===== config.mk =====
export PLATFORM = sky130hd
export DESIGN_NAME = ptq_top
export DESIGN_NICKNAME = d
export VERILOG_FILES = /design/src/shared/ptq_pkg.sv /design/src/shared/ptq_fifo_if.sv /design/src/logic/ptq_num_fifo.sv /design/src/logic/ptq_top.sv
export SDC_FILE = /design/constraint.sdc
export NUM_CORES = 1
export LEC_CHECK = 0
export BUFFER_PORTS_ARGS = -buffer_cell sky130_fd_sc_hd__buf_2
export CORE_MARGIN = 2
export CORE_UTILIZATION = 30
export CTS_CLUSTER_SIZE = 30
export DETAILED_ROUTE_END_ITERATION = 8
export HOLD_SLACK_MARGIN = 0.06
export PLACE_DENSITY_LB_ADDON = 0.15
export SLEW_MARGIN = 25
export SYNTH_ARGS = -nofsm -noshare
export SYNTH_HDL_FRONTEND = slang
export SYNTH_SLANG_ARGS = --single-unit

===== constraint.sdc =====
create_clock -name clk -period 16.3 [get_ports clk]
set_clock_uncertainty 0.2 [all_clocks]
set_input_delay 1.63 -clock clk [delete_from_list [all_inputs] [get_ports clk]]
set_output_delay 1.63 -clock clk [all_outputs]
set_load 0.05 [all_outputs]

===== src/shared/ptq_pkg.sv =====
// ptq_pkg: constants and types for the packet transmit queue controller.
// assumes a single clock domain; shared by the top module and the fifo module.
package ptq_pkg;
  localparam int PNUM_W = 6;                 // packet number width
  localparam int NPKT = 8;                   // packet numbers in the pool
  localparam int PIDX_W = 3;                 // index into the pool
  localparam int FIFO_DEPTH = 8;             // entries in each number fifo
  localparam int CNT_W = 4;                  // fifo occupancy width
  localparam int LEN_W = 11;                 // byte count width
  localparam int PAGE_BYTES = 256;           // ram page size in bytes
  localparam int NPAGE = 24;                 // pages in the shared ram
  localparam int PAGE_W = 5;                 // page count width
  localparam int PTR_W = 11;                 // byte pointer width
  localparam int STAT_W = 16;                // transmit status word width
  localparam logic [PTR_W-1:0] STATUS_OFS = 11'h000; // status word sits first
  localparam real IFG_NS = 9600.0;           // interframe gap, 96 bit times at 10 Mb/s
  localparam real CLK_NS = 25.0;             // clock period
  localparam int IFG_CYC = int'($ceil(IFG_NS / CLK_NS)); // least time, rounded up
  localparam int IFG_W = 9;
  localparam logic [PNUM_W-1:0] PNUM_NONE = 6'h00;

  typedef enum logic [1:0] {PTQ_CMD_NONE, PTQ_CMD_ALLOC, PTQ_CMD_ENQ, PTQ_CMD_RELEASE} ptq_cmd_t;
  typedef enum {PTQ_IDLE, PTQ_WAIT_MAC, PTQ_BUSY, PTQ_GAP, PTQ_STOPPED} ptq_state_t;
endpackage : ptq_pkg


===== src/shared/ptq_fifo_if.sv =====
// ptq_fifo_if: push/pop/peek signals of one packet-number fifo.
// assumes both ends sit on the same clock.
`timescale 1ns/1ps
interface ptq_fifo_if;
  import ptq_pkg::*;
  logic push;
  logic pop;
  logic [PNUM_W-1:0] wdata;
  logic [PNUM_W-1:0] head;
  logic empty;
  logic full;
  logic last; // exactly one entry held
  modport owner (output push, output pop, output wdata, input head, input empty, input full,
    input last);
  modport fifo (input push, input pop, input wdata, output head, output empty, output full,
    output last);
endinterface : ptq_fifo_if


===== src/logic/ptq_num_fifo.sv =====
// ptq_num_fifo: small flip-flop fifo of packet numbers with peek at the head.
// a push when full or a pop when empty is ignored, so the owner need not guard either.
`timescale 1ns/1ps
module ptq_num_fifo
  import ptq_pkg::*;
(
  // clock and reset
  input wire logic clk,
  input wire logic rstn,
  // fifo side
  ptq_fifo_if.fifo f
);
  logic [PNUM_W-1:0] mem_ff [FIFO_DEPTH];
  logic [PIDX_W-1:0] rd_ff;
  logic [PIDX_W-1:0] wr_ff;
  logic [CNT_W-1:0] cnt_ff;
  wire do_push = f.push && !f.full;
  wire do_pop = f.pop && !f.empty;

  assign f.head = mem_ff[rd_ff];
  assign f.empty = (cnt_ff == '0);
  assign f.full = (cnt_ff == CNT_W'(FIFO_DEPTH));
  assign f.last = (cnt_ff == CNT_W'(1));

  // storage, no reset needed on the data words
  always_ff @(posedge clk)
  begin
    if (do_push)
      mem_ff[wr_ff] <= f.wdata;
  end

  // pointers and count
  always_ff @(posedge clk or negedge rstn)
  begin
    if (!rstn)
    begin
      rd_ff <= '0;
      wr_ff <= '0;
      cnt_ff <= '0;
    end
    else
    begin
      if (do_push)
        wr_ff <= wr_ff + PIDX_W'(1);
      if (do_pop)
        rd_ff <= rd_ff + PIDX_W'(1);
      cnt_ff <= cnt_ff + CNT_W'(do_push) - CNT_W'(do_pop);
    end
  end
endmodule : ptq_num_fifo


===== src/logic/ptq_top.sv =====
// ptq_top: transmit queue control: allocator, tx fifo, completion fifo, duplex modes.
// assumes host commands are one-cycle pulses synchronous to clk and the mac
// answers each start with exactly one done pulse.
// Notes on behaviour
// - ram pages are one pool shared by transmit and receive, per-packet on demand.
// - selected packet appears at one port; a pointer reaches any byte.
// - diagnostic duplex loops transmit back to receive, still using csma/cd.
// - switched full duplex runs paths apart with carrier sense disabled.
// - switched full duplex never loops transmit back internally.
// - switched full duplex never defers; only the interframe gap separates frames.
// - switched full duplex performs no collision detection.
// - allocate of n bytes tries to reserve that many bytes of ram.
// - success sets alloc done flag and puts the number in the result.
// - enqueue pushes the packet number register into the transmit fifo.
// - start only with transmit enable set and, in half duplex, deferral clear.
// - without auto release, status word goes into the packet's first word.
// - without auto release, completion moves the number to the completion fifo.
// - transmit interrupt is high while the completion fifo holds entries.
// - failure raises transmit interrupt, clears transmit enable, stops the queue.
// - after failure the failed number shows at the transmit fifo port.
// - release command frees the packet's memory and number.
// - acknowledge with transmit interrupt bit pops the completion fifo.
// - with auto release, successful completion frees pages without host help.
// - with auto release, drained flag rises when the queued sequence completes.
// - transmit interrupt always equals inverse of completion fifo empty.
`timescale 1ns/1ps
module ptq_top
  import ptq_pkg::*;
(
  // clock and reset
  input wire logic clk,
  input wire logic rstn,
  // host command port
  input wire ptq_pkg::ptq_cmd_t host_cmd,
  input wire logic [LEN_W-1:0] host_alloc_len,
  input wire logic [PNUM_W-1:0] host_pnum_wr,
  input wire logic host_pnum_we,
  input wire logic [PTR_W-1:0] host_ptr_wr,
  input wire logic host_ptr_we,
  input wire logic host_ack_tx_int,
  input wire logic host_ack_drained,
  // host configuration bits
  input wire logic transmit_enable_set,
  input wire logic diag_loopback_duplex,
  input wire logic switched_full_duplex,
  input wire logic auto_release,
  // receive side page requests
  input wire logic rx_page_req,
  input wire logic rx_page_free,
  // mac side
  input wire logic mac_defer,
  input wire logic mac_done,
  input wire logic mac_fail,
  input wire logic [STAT_W-1:0] mac_status,
  // host status
  output logic transmit_enable_bit,
  output logic alloc_done_flag,
  output logic alloc_failed,
  output logic [PNUM_W-1:0] alloc_result,
  output logic [PNUM_W-1:0] pnum_reg,
  output logic [PTR_W-1:0] data_addr,
  output logic tx_int,
  output logic completion_fifo_empty,
  output logic [PNUM_W-1:0] tx_fifo_port,
  output logic tx_queue_drained_flag,
  output logic rx_page_grant,
  // mac controls
  output logic mac_start,
  output logic [PNUM_W-1:0] mac_pnum,
  output logic mac_loopback,
  output logic mac_carrier_sense_en,
  output logic mac_collision_en,
  // status word write into packet ram
  output logic stat_we,
  output logic [PNUM_W-1:0] stat_pnum,
  output logic [PTR_W-1:0] stat_addr,
  output logic [STAT_W-1:0] stat_data
);
  ptq_fifo_if txq ();
  ptq_fifo_if cmpq ();

  ptq_num_fifo u_txq (.clk(clk), .rstn(rstn), .f(txq));
  ptq_num_fifo u_cmpq (.clk(clk), .rstn(rstn), .f(cmpq));

  // per-packet bookkeeping, flip-flops indexed by packet number
  logic [NPKT-1:0] in_use_ff;
  logic [PAGE_W-1:0] pages_ff [NPKT];
  logic [PAGE_W-1:0] free_pages_ff;
  ptq_state_t state_ff;
  logic [IFG_W-1:0] gap_ff;
  logic [PNUM_W-1:0] cur_ff;
  logic [PNUM_W-1:0] nxt_pnum;

  // pages needed for n bytes, rounded up
  function automatic logic [PAGE_W-1:0] pages_for(input logic [LEN_W-1:0] n);
    logic [LEN_W:0] t;
    t = {1'b0, n} + (LEN_W+1)'(PAGE_BYTES - 1);
    pages_for = PAGE_W'(t >> $clog2(PAGE_BYTES));
  endfunction : pages_for

  // pool index from a packet number
  function automatic logic [PIDX_W-1:0] pidx(input logic [PNUM_W-1:0] p);
    pidx = p[PIDX_W-1:0];
  endfunction : pidx

  // lowest free packet number
  logic [PIDX_W-1:0] free_idx;
  logic any_free;
  always_comb
  begin
    free_idx = '0;
    any_free = 1'b0;
    for (int i = NPKT - 1; i >= 0; i--)
      if (!in_use_ff[i])
      begin
        free_idx = PIDX_W'(i);
        any_free = 1'b1;
      end
  end

  // command decode
  wire alloc_cmd = (host_cmd == PTQ_CMD_ALLOC);
  wire enq_cmd = (host_cmd == PTQ_CMD_ENQ);
  wire rel_cmd = (host_cmd == PTQ_CMD_RELEASE);
  wire [PAGE_W-1:0] need_pages = pages_for(host_alloc_len);
  wire rx_take = rx_page_req && (free_pages_ff != '0);
  wire [PAGE_W-1:0] avail_tx = free_pages_ff - PAGE_W'(rx_take);
  wire alloc_ok = alloc_cmd && any_free && (need_pages <= avail_tx)
                  && (need_pages != '0);
  wire done_ok = (state_ff == PTQ_BUSY) && mac_done && !mac_fail;
  wire done_bad = (state_ff == PTQ_BUSY) && mac_done && mac_fail;
  wire auto_free = done_ok && auto_release;
  wire host_free = rel_cmd && in_use_ff[pidx(pnum_reg)];
  wire full_duplex = switched_full_duplex;
  // half duplex waits for deferral; switched mode ignores it
  wire may_start = transmit_enable_bit && !txq.empty &&
                   (full_duplex || !mac_defer);
  wire [PAGE_W-1:0] freed_auto = auto_free ? pages_ff[pidx(cur_ff)] : '0;
  wire [PAGE_W-1:0] freed_host = host_free ? pages_ff[pidx(pnum_reg)] : '0;
  wire [PAGE_W-1:0] rx_back = PAGE_W'(rx_page_free);
  wire [PAGE_W-1:0] taken = alloc_ok ? need_pages : '0;

  // failure is held as a completion-like entry until acknowledged
  logic fail_pend_ff;
  wire fail_int_nxt = fail_pend_ff || done_bad;
  // emptiness one cycle ahead, head ahead only on a push into an empty fifo, so the registered flags track the fifo
  wire cmpq_empty_nxt = cmpq.empty ? !cmpq.push : (cmpq.pop && !cmpq.push && cmpq.last);
  wire [PNUM_W-1:0] cmpq_head_nxt = cmpq.empty ? cmpq.wdata : cmpq.head;
  // queue drains when its last entry leaves with nothing arriving
  wire drain_evt = auto_free && txq.last && !txq.push;

  // fifo handshakes
  assign txq.push = enq_cmd && !txq.full;
  assign txq.wdata = pnum_reg;
  // every finished frame leaves the queue, so a re-enqueue never sends twice;
  // the failed number is kept in cur_ff for the port
  assign txq.pop = done_ok || done_bad;
  assign cmpq.push = done_ok && !auto_release && !cmpq.full;
  assign cmpq.wdata = cur_ff;
  assign cmpq.pop = host_ack_tx_int;
  assign nxt_pnum = host_pnum_we ? host_pnum_wr : pnum_reg;

  // packet pool and page accounting
  always_ff @(posedge clk or negedge rstn)
  begin
    if (!rstn)
    begin
      in_use_ff <= '0;
      free_pages_ff <= PAGE_W'(NPAGE);
      for (int i = 0; i < NPKT; i++)
        pages_ff[i] <= '0;
    end
    else
    begin
      free_pages_ff <= free_pages_ff - taken - PAGE_W'(rx_take) + freed_auto
                       + freed_host + rx_back;
      if (alloc_ok)
      begin
        in_use_ff[free_idx] <= 1'b1;
        pages_ff[free_idx] <= need_pages;
      end
      if (auto_free)
        in_use_ff[pidx(cur_ff)] <= 1'b0;
      if (host_free)
        in_use_ff[pidx(pnum_reg)] <= 1'b0;
    end
  end

  // allocation result and host-visible selection
  always_ff @(posedge clk or negedge rstn)
  begin
    if (!rstn)
    begin
      alloc_done_flag <= 1'b0;
      alloc_failed <= 1'b0;
      alloc_result <= PNUM_NONE;
      pnum_reg <= PNUM_NONE;
      data_addr <= '0;
      rx_page_grant <= 1'b0;
    end
    else
    begin
      if (alloc_cmd)
      begin
        alloc_done_flag <= alloc_ok;
        alloc_failed <= !alloc_ok;
      end
      if (alloc_ok)
        alloc_result <= PNUM_W'(free_idx);
      pnum_reg <= nxt_pnum;
      if (host_ptr_we)
        data_addr <= host_ptr_wr;
      rx_page_grant <= rx_take;
    end
  end

  // transmit sequencer
  always_ff @(posedge clk or negedge rstn)
  begin
    if (!rstn)
    begin
      state_ff <= PTQ_IDLE;
      cur_ff <= PNUM_NONE;
      gap_ff <= '0;
      transmit_enable_bit <= 1'b0;
      mac_start <= 1'b0;
      mac_pnum <= PNUM_NONE;
    end
    else
    begin
      mac_start <= 1'b0;
      if (transmit_enable_set)
        transmit_enable_bit <= 1'b1;
      case (state_ff)
        PTQ_IDLE:
          if (may_start)
          begin
            cur_ff <= txq.head;
            mac_pnum <= txq.head;
            mac_start <= 1'b1;
            state_ff <= PTQ_BUSY;
          end
        PTQ_BUSY:
          if (done_bad)
          begin
            transmit_enable_bit <= 1'b0;
            state_ff <= PTQ_STOPPED;
          end
          else if (done_ok)
          begin
            gap_ff <= IFG_W'(IFG_CYC);
            state_ff <= PTQ_GAP;
          end
        PTQ_GAP:
          if (gap_ff == IFG_W'(1))
            state_ff <= PTQ_IDLE;
          else
            gap_ff <= gap_ff - IFG_W'(1);
        PTQ_STOPPED:
          // leave once host re-enables; a re-enqueue or release may follow
          if (transmit_enable_set)
            state_ff <= PTQ_IDLE;
        default:
          state_ff <= PTQ_IDLE;
      endcase
    end
  end

  // status word writeback and host-visible queue flags
  always_ff @(posedge clk or negedge rstn)
  begin
    if (!rstn)
    begin
      stat_we <= 1'b0;
      stat_pnum <= PNUM_NONE;
      stat_addr <= STATUS_OFS;
      stat_data <= '0;
      tx_int <= 1'b0;
      completion_fifo_empty <= 1'b1;
      tx_fifo_port <= PNUM_NONE;
      tx_queue_drained_flag <= 1'b0;
    end
    else
    begin
      stat_we <= (done_ok && !auto_release) || done_bad;
      stat_pnum <= cur_ff;
      stat_addr <= STATUS_OFS;
      stat_data <= mac_status;
      // both from the same next-cycle emptiness so they never disagree
      tx_int <= !cmpq_empty_nxt || fail_int_nxt;
      completion_fifo_empty <= cmpq_empty_nxt && !fail_int_nxt;
      tx_fifo_port <= fail_int_nxt ? cur_ff : cmpq_head_nxt;
      // set wins over clear
      if (drain_evt)
        tx_queue_drained_flag <= 1'b1;
      else if (host_ack_drained)
        tx_queue_drained_flag <= 1'b0;
    end
  end

  // failure pending flag; set wins over an acknowledge in the same cycle
  always_ff @(posedge clk or negedge rstn)
  begin
    if (!rstn)
      fail_pend_ff <= 1'b0;
    else if (done_bad)
      fail_pend_ff <= 1'b1;
    else if (host_ack_tx_int && cmpq.empty)
      fail_pend_ff <= 1'b0;
  end

  // duplex mode controls to the mac
  always_ff @(posedge clk or negedge rstn)
  begin
    if (!rstn)
    begin
      mac_loopback <= 1'b0;
      mac_carrier_sense_en <= 1'b1;
      mac_collision_en <= 1'b1;
    end
    else
    begin
      mac_loopback <= diag_loopback_duplex && !switched_full_duplex;
      mac_carrier_sense_en <= !switched_full_duplex;
      mac_collision_en <= !switched_full_duplex;
    end
  end
endmodule : ptq_top


==> summary.txt, run 1 <==
Status
  • Status: finished, violations left
  • Failing checks: design-rule violations

STA
  • Period minus WS final: 6610 ps
  • RSZ-0062 raised after global routing: no
  • Max-slew headroom: 38.4%
  • Endpoints failing setup: 0
  • Worst-margin pin slew: 918 ps
  • Setup_tns: 0 ps
  • Final period utilization: 40.5%
  • Fmax: 0.151 GHz
  • Hold Fails Final Rpt: 0
  • Final Max Slew Viols: 0

Detailed routing
  • Vias/cell: 4.68
  • Routed via count: 6606
  • Wire length per cell: 17.5 microns
  • DR DRC count: 8
  • Initial DRC count: 438
  • Drt first pass iters: 9
  • Routed wire length: 24700 microns
  • Detail Route Antenna Nets: 0

Synthesis
  • Post-synth EDFFs: 96
  • Avg Inst Size Synth: 13.8 sq um
  • Yosys synthesis warning count: 0
  • Sequential area share after synthesis: 59.5%
  • Synthesized cell area: 10900 sq um
  • FFs w/ async S/R, synth: 59.8%
  • Flops & latches, synth: 239
  • Ys flop type: dfrtp_1
  • Distinct cells, synth: 63
  • Post-Syn Instances: 790

Power and ir drop
  • PD cells: 187 nW/um^2
  • Clock power share: 25.2%
  • Register share of total power: 39.9%
  • Sw power: 900 uW
  • Combinational share of power: 35.0%
  • Sw Share: 37.3%
  • Leakage power: 0.00544 uW
  • Internal: 1510 uW
  • Peak supply drop: 0.0000969 V

Final layout
  • Top flop regs: u_cmpq.mem_ff (48), u_txq.mem_ff (48), pages_ff (32)
  • Ant diodes: 0
  • Final cell area excluding filler cells: 12900 sq um
  • Most frequent cells in the layout: dfrtp_1 (139), buf_2 (125), edfxtp_1 (96)
  • Area growth from synthesis to layout: 18.7%
  • Layout cell share with drive strength beyond 1: 29.6%
  • Layout Nets: 1030
  • Fin util: 36.2%
  • Commonest non-fill, non-tap cell in the layout: dfrtp_1

Critical path
  • Worst path cell trace: buf_2 > nor4_1 > nand2_1 > and2_1 > xor2_1 > ha_1 > nor2b_1 > o211ai_1 > a211o_1 > and3_1 > nand2_1 > fa_1 > inv_1 > fa_1 > fa_1 > inv_1 > ha_1 > a21o_1 > a21oi_1 > xnor2_1
  • CP most frequent cell: fa_1
  • CP max stage delay: 600 ps
  • Slowest CP cell: xor2_1
  • CP Launch Type: input port
  • Crit path DAT: 6890 ps
  • Crit-path max FO: 14
  • Setup CP Type: in -> reg
  • Crit path capture type: flop
  • Critical Path RT: 16580 ps

Floorplanning
  • Die span in x: 194 microns
  • Die area: 37800 sq um
  • Site row count: 69
  • Starting density of the core: 30.5%
  • Core box area: 35700 sq um
  • Num ports: 141
  • Die Y: 194 microns

Placed design
  • Placed cell area: 12000 sq um
  • Post-DP HPWL: 17100 microns
  • I/O Buffers: 126
  • Final GP Congestion: 0.830

Clock network
  • CTS root buffer: clkbuf_16
  • CTS tree: built
  • H-tree depth: 1
  • Post_cts resized: 0
  • Clock Tree Buf Depth: 3
  • Post-CTS Setup Bufs: 0
  • Hold_buf cts: 0
  • CTS Sinks: 239
  • Reg clk slew, reported paths: 60 ps
  • Worst skew pair latency: 550 ps
  • Total CTS buffers: 29

GRT
  • GRT met2 Usage: 21.0%
  • Met1 usage: 18.8%
  • Largest net degree at the start of global routing: 81
  • Antenna violations before repair: 0
  • Vias in the first global route: 6851
  • First-pass GRT wire length: 39800 microns
  • GRT overflow: 0
  • GRT Overall Usage: 13.4%
  • GRT Max-Usage Layer: met2
  • GR met3 Demand/Resource: 2.33%

Min path
  • Worst min path class: reg -> reg

Flow run
  • MaxCap Viol Count: 0
worst max-delay path, delay by kind of cell:
kind | cells | cell delay (ps)
buffers and inverters | 3 | 230
and+or+nand+nor | 6 | 1360
xor gates and xnor gates | 2 | 730
adders and majority gates | 5 | 2190
AOI/OAI and AO/OA | 4 | 750
layer usage:
metal	wire length, microns	share of wire [%]	vias to the layer above
met2	11300	46	175
met5	0	0	-
met3	1140	4.6	46
li1	-	-	3106
met4	571	2.3	0
met1	11700	48	3279
worst paths after layout:
check                                      startpoint                    endpoint  slack [ps]  depth (start not counted)
max in group asynchronous                        rstn   u_txq.cnt_ff[0]$_DFF_PN0_       13610                          2
max                                 host_alloc_len[7]  free_pages_ff[3]$_DFF_PN1_        9690                         20
min                        u_txq.wr_ff[2]$_DFFE_PN0P_  u_txq.wr_ff[2]$_DFFE_PN0P_         290                          1
min in group asynchronous                        rstn      stat_pnum[0]$_DFF_PN0_         940                          1
max reg2reg                free_pages_ff[2]$_DFF_PN0_  free_pages_ff[3]$_DFF_PN1_       10460                         21
min reg2reg                u_txq.wr_ff[2]$_DFFE_PN0P_  u_txq.wr_ff[2]$_DFFE_PN0P_         290                          1
per-stage QoR:
stage	total power (uW)	cells	setup slack (ps)	hold slack, ps
3_5_place_dp	1830	1357	9060	283
6_report	2410	1411	9690	288
4_1_cts	2450	1411	9650	294
2_1_floorplan	1590	803	9890	257
5_1_grt	2590	1411	9260	304
3_3_place_gp	1820	1357	9200	279
area by class of cell:
cell class              instances  area (sq um)
clock buffers                  46           850
clock inverters                 8          51.3
fillers                      3499         22800
inverters                      51           191
multi-input cells             471          4060
flip-flops and latches        239          6470
well taps                     461           577
repair buffers                135           704
synth_stat cells (10+ instances only):
library cell | count | area share (%)
nor2_1 | 54 | 1.9
a21oi_1 | 24 | 1.1
xor2_1 | 14 | 1.1
nor3_1 | 13 | 0.60
buf_4 | 15 | 1.0
fa_1 | 10 | 1.8
mux2_2 | 53 | 5.5
edfxtp_1 | 96 | 27
nand3_1 | 15 | 0.69
xnor2_1 | 16 | 1.3
inv_1 | 51 | 1.8
mux2i_1 | 26 | 2.4
o21ai_0 | 15 | 0.69
mux4_2 | 32 | 6.6
nand2_1 | 51 | 1.8
clkbuf_1 | 14 | 0.48
ha_1 | 32 | 3.7
dfrtp_1 | 139 | 32
power by group through the flow:
stage / Clock [uW] / Combinational [uW] / Sequential [uW]
3_5_place_dp: 0 / 855 / 974
5_1_grt: 655 / 941 / 991
2_1_floorplan: 0 / 565 / 1030
6_report: 607 / 842 / 961
4_1_cts: 630 / 857 / 965
3_3_place_gp: 0 / 846 / 974
logic make-up after synthesis:
logic type | count (synthesis) | synth area share [%]
buffers and inverters | 93 | 3.87
other | 1 | 0.0345
xor gates and xnor gates | 30 | 2.42
muxes | 115 | 15.1
and+or+nand+nor | 189 | 8.59
AOI/OAI and AO/OA | 81 | 5.02
DFF | 239 | 59.5
adders and majority gates | 42 | 5.52
Note: power is estimated with default switching activity, not from simulation.
==> inputs of run 2 (changes only) <==
==> constraint.sdc (replaced) <==
create_clock -name clk -period 5.3 [get_ports clk]
set_clock_uncertainty 0.2 [all_clocks]
set_input_delay 0.53 -clock clk [delete_from_list [all_inputs] [get_ports clk]]
set_output_delay 0.53 -clock clk [all_outputs]
set_load 0.05 [all_outputs]
==> run 2 against run 1 <==
- register-to-register slack got worse by 10000 ps
- power increased to 3.1 times the previous value
- the run still ends with design-rule violations left
- critical endpoint unchanged
- highest routed layer unchanged
- flip-flop and latch count unchanged
- first-iteration DRC count decreased by 0.91%
- hold slack got worse by 160 ps
- via count increased by 2.1%
==> summary.txt, run 2 (synthesis results as in run 1) <==
Final layout
  • Most frequent cells in the layout: dfrtp_1 (139), buf_2 (125), edfxtp_1 (96)
  • Layout cell share with drive strength beyond 1: 30.4%
  • Post-Layout Cell Count: 1463
  • Top flop regs: u_cmpq.mem_ff (48), u_txq.mem_ff (48), pages_ff (32)
  • Layout Nets: 1083
  • Fin util: 37.6%
  • Final cell area excluding filler cells: 13400 sq um
  • Commonest non-fill, non-tap cell in the layout: dfrtp_1
  • Area growth from synthesis to layout: 23.5%
  • Ant diodes: 0

GRT
  • GRT met2 Usage: 22.3%
  • Vias in the first global route: 7040
  • GR met3 Demand/Resource: 2.33%
  • First-pass GRT wire length: 40100 microns
  • Met1 usage: 18.3%
  • GRT overflow: 0
  • Largest net degree at the start of global routing: 80
  • GRT Max-Usage Layer: met2
  • GRT Overall Usage: 13.4%
  • Antenna violations before repair: 0

Critical path
  • Slowest CP cell: fa_1
  • CP Launch Type: flop
  • Critical Path RT: 5560 ps
  • Worst R2R Setup Slack: 270 ps
  • Worst path cell trace: inv_2 > nand2_1 > o41ai_4 > inv_2 > ha_4 > ha_4 > ha_4 > nor2b_1 > o211ai_1 > a211o_1 > and3_4 > nand2_1 > fa_1 > inv_2 > fa_2 > fa_1 > inv_1 > ha_1 > a21o_1 > a21oi_2 > xnor2_1
  • Crit path capture type: flop
  • Worst reg-to-reg path cell count: 21
  • Crit path DAT: 5300 ps
  • Setup CP Type: reg -> reg
  • Critical register-to-register path startpoint: free_pages_ff[1]$_DFF_PN0_
  • Reg-to-reg endpoint: free_pages_ff[3]$_DFF_PN1_
  • Crit-path max FO: 3
  • CP max stage delay: 600 ps

Clock network
  • H-tree depth: 1
  • Clock Tree Buf Depth: 3
  • Reg clk slew, reported paths: 60 ps
  • CTS tree: built
  • Worst skew pair latency: 530 ps
  • CTS root buffer: clkbuf_16
  • Total CTS buffers: 28
  • CTS Sinks: 239

Placed design
  • I/O Buffers: 126
  • Final GP Congestion: 0.767
  • Post-DP HPWL: 17300 microns
  • DP Cell Count: 1368
  • Placed cell area: 12100 sq um

STA
  • Hold Fails Final Rpt: 0
  • Max-slew headroom: 36.0%
  • Endpoints failing setup: 0
  • Final Max Slew Viols: 0
  • Final period utilization: 95.0%
  • Worst-margin pin slew: 952 ps
  • Fmax: 0.199 GHz
  • Period minus WS final: 5030 ps

Power and ir drop
  • Peak supply drop: 0.000268 V
  • Leakage power: 0.00566 uW
  • PD cells: 555 nW/um^2
  • Tot Pwr: 7450 uW

Floorplanning
  • Die span in x: 194 microns
  • Num ports: 141
  • Starting density of the core: 30.5%
  • Core box area: 35700 sq um
  • Site row count: 69
  • Die Y: 194 microns
  • Die area: 37800 sq um

Min path
  • Hold Crit Depth: 4
  • WHS Endpoint: fail_pend_ff$_DFFE_PN0P_
  • Worst hold start: host_ack_tx_int
  • Worst min path class: in -> reg

Detailed routing
  • Routed wire length: 24900 microns
  • Drt first pass iters: 8
  • Vias/cell: 4.61
  • Initial DRC count: 434
  • Routed via count: 6742
  • Detail Route Antenna Nets: 0
  • DR DRC count: 6
  • Wire length per cell: 17.0 microns

Status
  • Status: finished, violations left
  • Failing checks: design-rule violations

Flow run
  • MaxCap Viol Count: 0
-- run 2: cell count changes in the layout (fill, tap and decap cells not counted), moves of 4 or more --
cell	before	now
dlygate4sd3_1	0	39
buf_4	9	24
clkbuf_1	11	4
clkbuf_8	6	0
clkinv_1	3	8
clkinv_2	4	8
inv_1	51	47
inv_2	0	4
-- run 2: where the power goes --
group	internal (uW)	total [uW]	switching, uW
logic	1190	2680	1490
registers	2440	2980	545
clock network	1040	1790	749
-- run 2: worst max-delay path: cells and delay by family, from the launching register on --
kind	cells	cell delay, ps
AOI/OAI and AO/OA	5	990
xor gates and xnor gates	1	130
adders and majority gates	7	2480
buffers and inverters	4	290
DFF	1	390
and+or+nand+nor	4	470
-- run 2: stage by stage --
stage | setup TNS, ps | hold slack, ps | setup slack [ps]
floorplan | 0 | 34.4 | 113
global placement | 0 | 280 | 118
detailed placement | 0 | 275 | 32.3
CTS | 0 | 92.9 | 14.9
global route | -14.9 | 139 | -14.9
finish | 0 | 124 | 265
-- run 2: timing repair --
item	CTS	global route
hold endpoints to repair	113	0
endpoints found under the setup margin	0	4
hold buffers	39	0
resized for setup	0	13
setup buffers	0	4
-- run 2: how the worst max path moves through the flow --
stage	cells after the start	endpoint	from
finish	21	free_pages_ff[3]$_DFF_PN1_	free_pages_ff[1]$_DFF_PN0_
floorplan	21	free_pages_ff[3]$_DFF_PN1_	host_alloc_len[2]
global route	21	free_pages_ff[3]$_DFF_PN1_	free_pages_ff[1]$_DFF_PN0_
CTS	21	free_pages_ff[3]$_DFF_PN1_	free_pages_ff[1]$_DFF_PN0_
detailed placement	21	free_pages_ff[4]$_DFF_PN1_	free_pages_ff[1]$_DFF_PN0_
global placement	21	free_pages_ff[4]$_DFF_PN1_	free_pages_ff[1]$_DFF_PN0_
-- run 2: layout make-up --
cell class,count,area [sq um]
inverters,51,191
flip-flops and latches,239,6470
well taps,461,577
clock inverters,19,119
fillers,3447,22200
multi-input cells,471,4120
repair buffers,189,1210
clock buffers,33,741
-- run 2: per-layer routing --
layer  routed length, microns  share of wire, %  vias to the layer above
li1                         -                 -                     3208
met5                        0                 0                        -
met4                      469               1.9                        0
met1                    11600                47                     3347
met3                     1050               4.2                       31
met2                    11800                47                      156
